--- src/include/fcr1_map.vh ---
// Constants for the first configuration register logic.
// Assumes a plain register port: address, wdata, write and read strobes.
`ifndef FCR1_MAP_VH
`define FCR1_MAP_VH

// Register offsets on the plain port
`define FCR1_ADDR_NV        4'h0
`define FCR1_ADDR_VOL       4'h1
`define FCR1_ADDR_LEGACY    4'h2
`define FCR1_ADDR_STATUS    4'h3
`define FCR1_ADDR_CTRL      4'h4

// Field positions in the configuration byte
`define FCR1_BIT_TLOCK      0
`define FCR1_BIT_QUAD       1
`define FCR1_BIT_PBLOC      2
`define FCR1_BIT_RSV3       3
`define FCR1_BIT_PLOCK      4
`define FCR1_BIT_PORIG      5
`define FCR1_BIT_SPLIT      6
`define FCR1_BIT_RSV7       7

// Bits guarded by the locks
`define FCR1_LOCKED_MASK    8'h64
// Bits that the nonvolatile copy accepts freely
`define FCR1_NV_FREE_MASK   8'h02
// Bits that the volatile copy accepts
`define FCR1_VOL_WR_MASK    8'h03
// Temporary lock bit alone
`define FCR1_TLOCK_MASK     8'h01

// Reset values
`define FCR1_RST_CFG        8'h00
`define FCR1_RST_LEGACY     3'h0

// Sector placement codes
`define FCR1_PLACE_LOW      2'h0
`define FCR1_PLACE_HIGH     2'h1
`define FCR1_PLACE_SPLIT    2'h2

// Control bits in the control register
`define FCR1_CTRL_MRST      0
`define FCR1_CTRL_BUSY      1

// Time for a nonvolatile store, in ns, and its cycle count at 100 MHz
`define FCR1_CLK_NS         10
`define FCR1_NV_STORE_NS    200
`define FCR1_NV_STORE_CYC   (`FCR1_NV_STORE_NS / `FCR1_CLK_NS)

`endif

--- src/core/fcr1_sync.v ---
// Two flip-flop synchroniser for levels from pins.
// Assumes one clock and an asynchronous active-low reset.
`timescale 1ns/1ps

module fcr1_sync #(
    parameter W = 1
) (
    input  wire         clk,      // System clock
    input  wire         rst_b,    // Async reset, active low
    input  wire [W-1:0] d,        // Asynchronous level in
    input  wire [W-1:0] rst_val,  // Unused-at-reset marker width holder
    output wire [W-1:0] q         // Synchronised level out
);

    reg [W-1:0] meta_r;
    reg [W-1:0] sync_r;

    // Two stages; only the second stage is read
    always @(posedge clk or negedge rst_b) begin
        if (!rst_b) begin
            meta_r <= {W{1'b1}};
            sync_r <= {W{1'b1}};
        end else begin
            meta_r <= d;
            sync_r <= meta_r;
        end
    end

    assign q = sync_r;

endmodule // fcr1_sync

--- src/core/fcr1_place.v ---
// Decode of sector placement and protection origin.
// Assumes settings come from the volatile configuration copy.
`timescale 1ns/1ps
`include "fcr1_map.vh"

module fcr1_place (
    input  wire       split_sel,    // Split parameter sectors
    input  wire       block_top,    // Parameter block location
    input  wire       orig_bottom,  // Protection origin select
    output reg  [1:0] place,        // Placement code
    output wire       prot_bottom,  // Legacy protection from bottom half
    output wire       readable_low  // Low range readable before password
);

    // Split wins over top/bottom
    always @* begin
        if (split_sel) begin
            place = `FCR1_PLACE_SPLIT;
        end else if (block_top) begin
            place = `FCR1_PLACE_HIGH;
        end else begin
            place = `FCR1_PLACE_LOW;
        end
    end

    // Protection origin steers legacy field and readable range
    assign prot_bottom  = orig_bottom;
    assign readable_low = orig_bottom;

endmodule // fcr1_place

--- src/core/fcr1_regs.v ---
// First configuration register with nonvolatile and volatile copies.
// Assumes a plain register port on clk; pins pass two flip-flops first.
//
// Summary of operation
// - Second status contents valid only while the ready/busy flag reads 0.
// - Split select 0 groups 4KB sectors; 1 splits them across both ends.
// - Placement: 00 low, 01 high, 1x split.
// - Location bit places block at lowest or highest large sector.
// - Protection origin 0 applies legacy field from top, 1 from bottom.
// - Protection origin picks range readable before password entry.
// - Permanent lock blocks changes of guarded bits; lock only sets.
// - Unlocked: guarded nonvolatile bits writable, volatile read-only; locked: both fixed.
// - Temporary lock writable only volatile; cleared by power-up or reset.
// - Temporary lock freezes guarded settings until next power-up or line-3 reset.
// - Quad select 1 turns write-protect and reset pins into data lines.
// - Quad transfers keep data on all four lines.
// - Multiplexed reset with quad: low line 3 while deselected resets.
//
// The strobed register port and the register addresses are this design's own decisions.
`timescale 1ns/1ps
`include "fcr1_map.vh"

module fcr1_regs #(
    parameter STORE_CYC = `FCR1_NV_STORE_CYC
) (
    input  wire       clk,          // System clock, 100 MHz
    input  wire       rst_b,        // Power-up reset, async, active low
    input  wire [3:0] addr,         // Register address
    input  wire [7:0] wdata,        // Write data
    input  wire       wr,           // Write strobe
    input  wire       rd,           // Read strobe
    output reg  [7:0] rdata,        // Read data, cycle after rd
    input  wire       cs_b,         // Chip select pin, active low
    input  wire       line3_in,     // Data line 3 pin level
    input  wire       wp_b,         // Write-protect pin, active low
    output wire       quad_mode,    // Four-bit data width active
    output wire       wp_is_data,   // Write-protect pin is data line 2
    output wire       hw_reset,     // Hardware reset pulse from line 3
    output wire       write_prot,   // Write-protect pin in effect
    output wire [1:0] sector_place, // Parameter sector placement
    output wire       prot_bottom,  // Legacy protection from bottom
    output wire       readable_low, // Low range readable before password
    output wire [2:0] legacy_prot,  // Effective legacy protection field
    output wire       ready_busy,   // Busy during store or reset
    output wire       status2_ok    // Second status register valid
);

    ////////////////////////////////////////////////////////////////////
    // Declarations
    reg  [7:0] nv_r;
    reg  [7:0] nv_nxt;
    reg  [7:0] vol_r;
    reg  [7:0] vol_nxt;
    reg  [2:0] legacy_r;
    reg  [2:0] legacy_nv_r;
    reg        mrst_en_r;
    reg        load_r;
    reg        rst_pend_r;
    reg  [15:0] busy_cnt_r;
    wire       cs_s;
    wire       line3_s;
    wire       wp_s;
    wire       locked;
    wire       busy;
    wire       line3_rst;

    // Guarded bits fixed by either lock
    function is_locked;
        input [7:0] v;
        begin
            is_locked = v[`FCR1_BIT_PLOCK] | v[`FCR1_BIT_TLOCK];
        end
    endfunction

    ////////////////////////////////////////////////////////////////////
    // Pin synchronisers
    fcr1_sync #(
        .W(3)
    ) u_sync (
        .clk     (clk),
        .rst_b   (rst_b),
        .d       ({cs_b, line3_in, wp_b}),
        .rst_val (3'h7),
        .q       ({cs_s, line3_s, wp_s})
    );

    ////////////////////////////////////////////////////////////////////
    // Lock state and busy
    assign locked = is_locked(vol_r) | nv_r[`FCR1_BIT_PLOCK];
    assign busy   = (busy_cnt_r != 16'h0000) | load_r | rst_pend_r;

    // Hardware reset from line 3 only in quad mode when deselected
    assign line3_rst = mrst_en_r & vol_r[`FCR1_BIT_QUAD] & cs_s & ~line3_s;

    ////////////////////////////////////////////////////////////////////
    // Nonvolatile copy next value
    always @* begin
        nv_nxt = nv_r;
        if (wr && !busy && addr == `FCR1_ADDR_NV) begin
            // Quad bit always writable; temporary lock never
            nv_nxt = (nv_r & ~`FCR1_NV_FREE_MASK) | (wdata & `FCR1_NV_FREE_MASK);
            if (!locked) begin
                nv_nxt = (nv_nxt & ~`FCR1_LOCKED_MASK)
                       | (wdata & `FCR1_LOCKED_MASK);
            end
            // Permanent lock only sets, even when already locked
            nv_nxt[`FCR1_BIT_PLOCK] = nv_r[`FCR1_BIT_PLOCK] | wdata[`FCR1_BIT_PLOCK];
            // Reserved bits held at zero
            nv_nxt[`FCR1_BIT_RSV7] = 1'b0;
            nv_nxt[`FCR1_BIT_RSV3] = 1'b0;
            nv_nxt[`FCR1_BIT_TLOCK] = 1'b0;
        end
    end

    ////////////////////////////////////////////////////////////////////
    // Volatile copy next value
    always @* begin
        vol_nxt = vol_r;
        if (load_r) begin
            // Load from nonvolatile copy, temporary lock cleared
            vol_nxt = nv_r;
            vol_nxt[`FCR1_BIT_TLOCK] = 1'b0;
        end else if (wr && !busy && addr == `FCR1_ADDR_VOL) begin
            // Guarded bits read-only in the volatile copy
            vol_nxt = (vol_r & ~`FCR1_VOL_WR_MASK) | (wdata & `FCR1_VOL_WR_MASK);
            // Temporary lock cannot be cleared by software once set
            vol_nxt[`FCR1_BIT_TLOCK] = vol_r[`FCR1_BIT_TLOCK]
                                     | wdata[`FCR1_BIT_TLOCK];
        end else if (wr && !busy && addr == `FCR1_ADDR_NV) begin
            // Nonvolatile changes mirror into the working copy
            vol_nxt = (nv_nxt & ~`FCR1_TLOCK_MASK) | (vol_r & `FCR1_TLOCK_MASK);
        end
    end

    ////////////////////////////////////////////////////////////////////
    // Configuration registers; power-up reset then load
    always @(posedge clk or negedge rst_b) begin
        if (!rst_b) begin
            nv_r   <= `FCR1_RST_CFG;
            vol_r  <= `FCR1_RST_CFG;
            load_r <= 1'b1;
        end else begin
            nv_r   <= nv_nxt;
            vol_r  <= vol_nxt;
            load_r <= line3_rst;
        end
    end

    ////////////////////////////////////////////////////////////////////
    // Legacy protection field, guarded by the locks
    always @(posedge clk or negedge rst_b) begin
        if (!rst_b) begin
            legacy_r    <= `FCR1_RST_LEGACY;
            legacy_nv_r <= `FCR1_RST_LEGACY;
        end else if (load_r) begin
            legacy_r <= legacy_nv_r;
        end else if (wr && !busy && addr == `FCR1_ADDR_LEGACY && !locked) begin
            legacy_r    <= wdata[2:0];
            legacy_nv_r <= wdata[2:0];
        end
    end

    ////////////////////////////////////////////////////////////////////
    // Store timer, reset pending and control bits
    always @(posedge clk or negedge rst_b) begin
        if (!rst_b) begin
            busy_cnt_r <= 16'h0000;
            rst_pend_r <= 1'b0;
            mrst_en_r  <= 1'b0;
        end else begin
            rst_pend_r <= line3_rst;
            if (line3_rst) begin
                busy_cnt_r <= 16'h0000;
                mrst_en_r  <= 1'b0;
            end else if (wr && !busy && (addr == `FCR1_ADDR_NV
                                       || addr == `FCR1_ADDR_LEGACY)) begin
                busy_cnt_r <= STORE_CYC[15:0];
            end else if (busy_cnt_r != 16'h0000) begin
                busy_cnt_r <= busy_cnt_r - 16'h0001;
            end
            if (wr && !busy && addr == `FCR1_ADDR_CTRL) begin
                mrst_en_r <= wdata[`FCR1_CTRL_MRST];
            end
        end
    end

    ////////////////////////////////////////////////////////////////////
    // Read data, valid in the cycle after rd
    always @(posedge clk or negedge rst_b) begin
        if (!rst_b) begin
            rdata <= 8'h00;
        end else if (rd) begin
            case (addr)
                `FCR1_ADDR_NV:     rdata <= nv_r;
                `FCR1_ADDR_VOL:    rdata <= vol_r;
                `FCR1_ADDR_LEGACY: rdata <= {5'h00, legacy_r};
                `FCR1_ADDR_STATUS: rdata <= {6'h00, ~busy, busy};
                `FCR1_ADDR_CTRL:   rdata <= {6'h00, 1'b0, mrst_en_r};
                default:           rdata <= 8'h00;
            endcase
        end else begin
            rdata <= 8'h00;
        end
    end

    ////////////////////////////////////////////////////////////////////
    // Placement decode
    fcr1_place u_place (
        .split_sel    (vol_r[`FCR1_BIT_SPLIT]),
        .block_top    (vol_r[`FCR1_BIT_PBLOC]),
        .orig_bottom  (vol_r[`FCR1_BIT_PORIG]),
        .place        (sector_place),
        .prot_bottom  (prot_bottom),
        .readable_low (readable_low)
    );

    ////////////////////////////////////////////////////////////////////
    // Pin roles and status outputs
    assign quad_mode  = vol_r[`FCR1_BIT_QUAD];
    assign wp_is_data = vol_r[`FCR1_BIT_QUAD];
    assign write_prot = ~vol_r[`FCR1_BIT_QUAD] & ~wp_s;
    assign hw_reset   = rst_pend_r;
    assign legacy_prot = legacy_r;
    assign ready_busy = busy;
    assign status2_ok = ~busy;

endmodule // fcr1_regs

--- config.mk ---
export PLATFORM = sky130hd
export DESIGN_NAME = fcr1_regs
export DESIGN_NICKNAME = d
export VERILOG_FILES = /design/src/core/fcr1_sync.v /design/src/core/fcr1_place.v /design/src/core/fcr1_regs.v
export VERILOG_INCLUDE_DIRS = /design/src /design/src/include
export SDC_FILE = /design/constraint.sdc
export NUM_CORES = 1
export LEC_CHECK = 0
export ABC_AREA = 1
export BUFFER_PORTS_ARGS = -buffer_cell sky130_fd_sc_hd__buf_2
export CAP_MARGIN = 25
export CORE_MARGIN = 3
export CORE_UTILIZATION = 30
export DETAILED_ROUTE_END_ITERATION = 16
export GPL_TIMING_DRIVEN = 0
export MAX_ROUTING_LAYER = met4
export SYNTH_ARGS = -nofsm -noshare
export SYNTH_HDL_FRONTEND = slang
export SYNTH_SLANG_ARGS = --single-unit
--- constraint.sdc ---
create_clock -name clk -period 2.4 [get_ports clk]
set_input_delay 0.36 -clock clk [delete_from_list [all_inputs] [get_ports clk]]
set_output_delay 0.36 -clock clk [all_outputs]
set_load 0.005 [all_outputs]
Word-level counts from Yosys, hierarchy flattened

Index checks and enable logic that the tools add are counted.

Input bits: 19
Output and inout bits: 21
Register bits after elaboration: 54

Bitwise gates (word level): 19
Equal/unequal tests: 4
$add $sub $neg: 1
Muxes and demuxes: 16
Reductions and logical operators: 17

Operators with widths:

| operator                                           | count |
|---|---|
| 2-to-1 mux 16 bit                                  | 3 |
| 2-to-1 mux 8 bit                                   | 5 |
| case mux 8 bit (5 select lines)                    | 1 |
| nonzero test 16 bit                                | 1 |
| subtractor 16 x 1 -> 16 bit, second input constant | 1 |
| == test 4 x 2 -> 1 bit, second input constant      | 2 |
| OR 8 x 1 -> 8 bit                                  | 1 |
| OR 8 x 2 -> 8 bit                                  | 1 |
| logical AND 1 bit                                  | 7 |
| 2-to-1 mux 7 bit                                   | 1 |
| OR 5 x 7 -> 7 bit                                  | 1 |
| OR 7 x 2 -> 7 bit                                  | 1 |
| 2-to-1 mux 3 bit                                   | 2 |
| OR 1 bit                                           | 6 |
| nonzero test 3 bit                                 | 2 |
| NOT 1 bit                                          | 5 |
| AND 1 bit                                          | 4 |
| == test 4 x 1 -> 1 bit, second input constant      | 1 |
| == test 4 x 3 -> 1 bit, second input constant      | 1 |
| logical NOT 4 bit                                  | 1 |
| nonzero test 2 bit                                 | 2 |
| 2-to-1 mux 1 bit                                   | 3 |
| logical NOT 1 bit                                  | 2 |
| 2-to-1 mux 2 bit                                   | 1 |
| 2 further kinds                                    | 2 |

Longest topological paths before layout

Depth after elaboration: 11
Depth in mapped cells: 12
Depth with buffers taken out: 12

Modules after synthesis

Synthesis repeated with hierarchy kept, for this count alone.

Cell total of the unflattened synthesis: 336
Area, all modules: 2773.9 µm²

By module, submodules not included:

| module     | area an instance (µm²) | cells an instance | instances |
|---|---|---|---|
| fcr1_regs  | 2583.7                 | 325               | 1 |
| fcr1_sync  | 157.7                  | 6                 | 1 |
| fcr1_place | 32.5                   | 5                 | 1 |

Worst setup path before layout

No wires, ideal clock.

Kind: reg2reg
Start: reg busy_cnt_r[0]
End: reg nv_r[2]
Buffers on the path: 1
Setup time: 0.119 ns
Data arrival time: 1.595 ns
Cell stages (with the launch flop): 12
Period minus slack after synthesis: 1.714 ns
Path slack: 0.686 ns
Path through: dfrtp_1 > inv_1 > ha_1 > nand2_1 > nor2_4 > nand2_4 > nor2_8 > nand3_2 > buf_6 > nor2_8 > nand2_1 > and2_1

Word-level cells in the longest chain between the ends: 7

Ends and longest elaborated chain:

| item                               | line            | text |
|---|---|---|
| from (decl)                        | fcr1_regs.v:59  | `reg [15:0] busy_cnt_r;` |
| from (signal assigned)             | fcr1_regs.v:177 | `busy_cnt_r <= STORE_CYC[15:0];` |
| from (signal assigned)             | fcr1_regs.v:179 | `busy_cnt_r <= busy_cnt_r - 16'h0001;` |
| nonzero test 16 bit                | fcr1_regs.v:90  | `assign busy = (busy_cnt_r != 16'h0000) \| load_r \| rst_pend_r;` |
| OR 1 bit (2 in series)             | fcr1_regs.v:90  |  |
| logical NOT 1 bit                  | fcr1_regs.v:99  | `` if (wr && !busy && addr == `FCR1_ADDR_NV) begin `` |
| logical AND 1 bit                  | fcr1_regs.v:99  |  |
| logical AND 1 bit (no source line) | --              |  |
| 2-to-1 mux 8 bit                   | fcr1_regs.v:99  |  |
| named net nv_nxt[2]                | fcr1_regs.v:51  | `reg [7:0] nv_nxt;` |
| to (signal assigned)               | fcr1_regs.v:139 | `` nv_r <= `FCR1_RST_CFG; `` |
| to (signal assigned)               | fcr1_regs.v:143 | `nv_r <= nv_nxt;` |
| to (decl)                          | fcr1_regs.v:50  | `reg [7:0] nv_r;` |

The timed path passes the listed nets, and every way through them passes these cells.
A chain may end at the register's enable or synchronous reset.

Worst setup path after layout

Start: reg busy_cnt_r[0]
End: out status2_ok

Word-level cells in the longest chain between the ends: 4

Ends and longest elaborated chain:

| item                   | line            | text |
|---|---|---|
| nonzero test 16 bit    | fcr1_regs.v:90  |  |
| OR 1 bit (2 in series) | fcr1_regs.v:90  |  |
| NOT 1 bit              | fcr1_regs.v:225 | `assign status2_ok = ~busy;` |
| to (decl)              | fcr1_regs.v:45  | `output wire status2_ok` |

Every way passes these cells.

==> qor.txt <==
Synth warnings -> 0
Slew Viols, Final -> 0
Final hold vios -> 0
Crit Path Max Fanout -> 9
Setup-failing EPs final -> 0
GRT Total Usage -> 12.7%
Vias per cell -> 4.56
Fin crit share -> 84.9%
Peak supply drop -> 0.000307 V
Synth area leaders -> dfrtp_1, nand2_1, dfstp_2
Gpl congestion -> 0.836
Remaining DRCs -> 0
Fillcell total -> 891
Vias in the first global route -> 2116
Antenna Nets Post-Route -> 0
Synth unique cells -> 36
1st-pass router iterations -> 4
P_int -> 1.88 mW
I/O Buffers -> 37
CTS Sinks -> 54
Post-synth EDFFs -> 0
Die Height -> 100 µm
Final WL -> 5.78 mm
CTS root buf -> clkbuf_8
Crit-path max cell delay -> 0.38 ns
Startpoint Class -> flip-flop
Worst hold slack -> 0.0322 ns
Status -> complete, no violations
Clock group share of total power -> 25.9%
CTS tree -> done
Area growth, synth to finish -> 17.7%
Clock buffer depth -> 2
FMAX -> 491 MHz
Total CTS buffers -> 5
Minimum clock period -> 2.04 ns
Max cap viols -> 0
Syn nets -> 346
Layout cells sized above 1 -> 19.4%
FP Rows -> 33
Relative slew margins -> 61.9%
Setup TNS -> 0 ns
Pwr dens -> 896 nW/µm²
Cts repair resizes -> 0
Post-DP HPWL -> 4.35 mm
Reg-to-reg slack, setup -> 0.42 ns
Dpl ws -> 0.443 ns
Mapped Avg Cell Area -> 8.23 µm²
First-pass GRT wire length -> 10.0 mm
Arrival @ worst endpoint -> 1.68 ns
Hold_buf cts -> 0
Worst Setup Slack, final -> 0.363 ns
Total number of vias -> 2170
Cell taking the most area after synthesis -> dfrtp_1
Synth Flop Type -> dfrtp_1
Skew-Pair Late Insertion Delay -> 0.31 ns
Die area -> 10100 µm²
Min-Delay Path Class -> primary input to asynchronous set/reset pin
WL per Instance -> 12.1 µm
Req. time, crit path -> 2.04 ns
I/O pins -> 40
Setup Fix Bufs, Post-CTS -> 0
Sequential Power Share -> 46.5%
Critical path class -> flip-flop to output pin
RSZ-0062 raised after global routing -> no
Top cells by count, synth -> nand2_1, dfrtp_1, inv_1
Post-synth ARST share -> 100%
Yosys top cell area share -> 43.9%
Pin count of the biggest net entering global routing -> 32
Ant diodes -> 0
Nets -> 391
Starting DRT DRC Count -> 92
Sw power -> 0.943 mW
Most instantiated library cell after synthesis -> nand2_1
Cells after Synth -> 325
CP max stage cell -> dfrtp_1
Htree depth -> 2
Mapped Area -> 2680 µm²
CTS clk-pin slew, worst paths -> 0.10 ns
Setup skew after layout -> 0.0103 ns
Part of the power in combinational logic -> 27.5%
Worst-path cell chain -> inv_1, ha_1, nand2_1, nor2_4, nand2_4, nor2_8, buf_2
Core area -> 8420 µm²
Worst Max-Slew Pin Slew -> 0.572 ns
Leak pwr -> 1.68 nW
Switching fraction of total power -> 33.4%
Overall power -> 2.82 mW
Sequential fraction of the synthesis area -> 50.8%
Post-synthesis register bit count -> 54
Critical Path End Type -> output pin
GRT overflow -> 0
Die Wd -> 100 µm
Initial antenna violation count -> 0
Initial Util -> 31.8%
-- layout by cell type (no fill, tap or decap), types with 2 or more instances in the layout --
cell | synthesis | final
buf_4 | 4 | 4
bufinv_16 | 0 | 2
clkbuf_8 | 0 | 5
xor2_1 | 8 | 8
inv_1 | 46 | 46
o21ai_0 | 6 | 6
nand2_2 | 2 | 2
and2_1 | 4 | 4
ha_1 | 2 | 2
nor2_8 | 2 | 2
dfstp_2 | 7 | 7
a41oi_1 | 2 | 2
clkinv_1 | 2 | 2
nor2_1 | 43 | 43
a21oi_1 | 9 | 9
buf_2 | 1 | 38
dfrtp_1 | 47 | 47
nand4_1 | 7 | 7
nand2_1 | 83 | 83
nor3b_1 | 2 | 2
nand3_1 | 26 | 26
nor2_4 | 4 | 4
nand3_2 | 2 | 2
nor3_1 | 2 | 2
-- state kept, by name, summed over array words and instances, names as in the netlist --
register	cells
busy_cnt_r	16
hw_reset	1
legacy_nv_r	3
legacy_prot	3
load_r	1
mrst_en_r	1
nv_r	7
rdata	8
u_sync.meta_r	3
u_sync.q	3
vol_r	8
-- path summary, 6_finish.rpt --
| path | start | to | cells after the start |
|---|---|---|---|
| worst max-delay path | busy_cnt_r[0]$_DFFE_PN0P_ | status2_ok | 7 |
| worst min-delay path | rst_b | busy_cnt_r[1]$_DFFE_PN0P_ | 1 |
| worst max register to register | busy_cnt_r[0]$_DFFE_PN0P_ | legacy_prot[0]$_DFFE_PN0P_ | 11 |
| worst min register to register | u_sync.meta_r[1]$_DFF_PN1_ | u_sync.q[1]$_DFF_PN1_ | 0 |
| max in group asynchronous | rst_b | u_sync.meta_r[0]$_DFF_PN1_ | 2 |
| min in group clk | wp_b | u_sync.meta_r[0]$_DFF_PN1_ | 1 |
-- cells by family after synthesis --
kind of cell,count (synthesis),share of synthesized area [%]
AOI/OAI and AO/OA,21,4.49
xor gates and xnor gates,9,2.95
adders and majority gates,2,0.935
buffers and inverters,56,8.74
DFF,54,50.8
and+or+nand+nor,183,32.1
-- worst max-delay path, delay by kind of cell (launching register included) --
kind / cells / cell delay (ns)
adders and majority gates: 1 / 0.19
buffers and inverters: 2 / 0.26
DFF: 1 / 0.38
and+or+nand+nor: 4 / 0.54
-- layer usage --
| metal | vias up | GRT usage, % | share of wire, % |
|---|---|---|---|
| li1 | 1096 | - | - |
| met3 | 4 | 1.80 | 3.7 |
| met4 | 0 | 3.73 | 1.1 |
| met1 | 1030 | 18.1 | 51 |
| met5 | - | - | 0 |
| met2 | 40 | 18.7 | 44 |
-- power groups by stage --
stage                     sequential (mW)  clock (mW)  combinational (mW)
after detailed placement             1.33           0               0.784
after CTS                            1.31       0.746               0.789
after floorplan                      1.29           0               0.592
after global placement               1.33           0               0.762
final                                1.31       0.732               0.778
after global routing                 1.35       0.793               0.905
-- per-stage QoR --
step                      instances  area [µm²]  utilization (%)
final                           476        3150             37.4
after global routing            476        3150             37.4
after CTS                       476        3150             37.4
after detailed placement        468        3010             35.8
after global placement          467        2990             35.5
after floorplan                 325        2680                -
-- layout make-up --
class	instances	area (µm²)	share of cell area [%]
inverter	49	184	5.84
clock inverter	3	68.8	2.18
multi-input combinational	215	1080	34.4
sequential	54	1360	43.2
tap	105	131	4.17
buffer	7	50.0	1.59
clock buffer	5	68.8	2.18
timing repair buffer	38	205	6.51
Note: power is estimated with default switching activity, not from simulation.
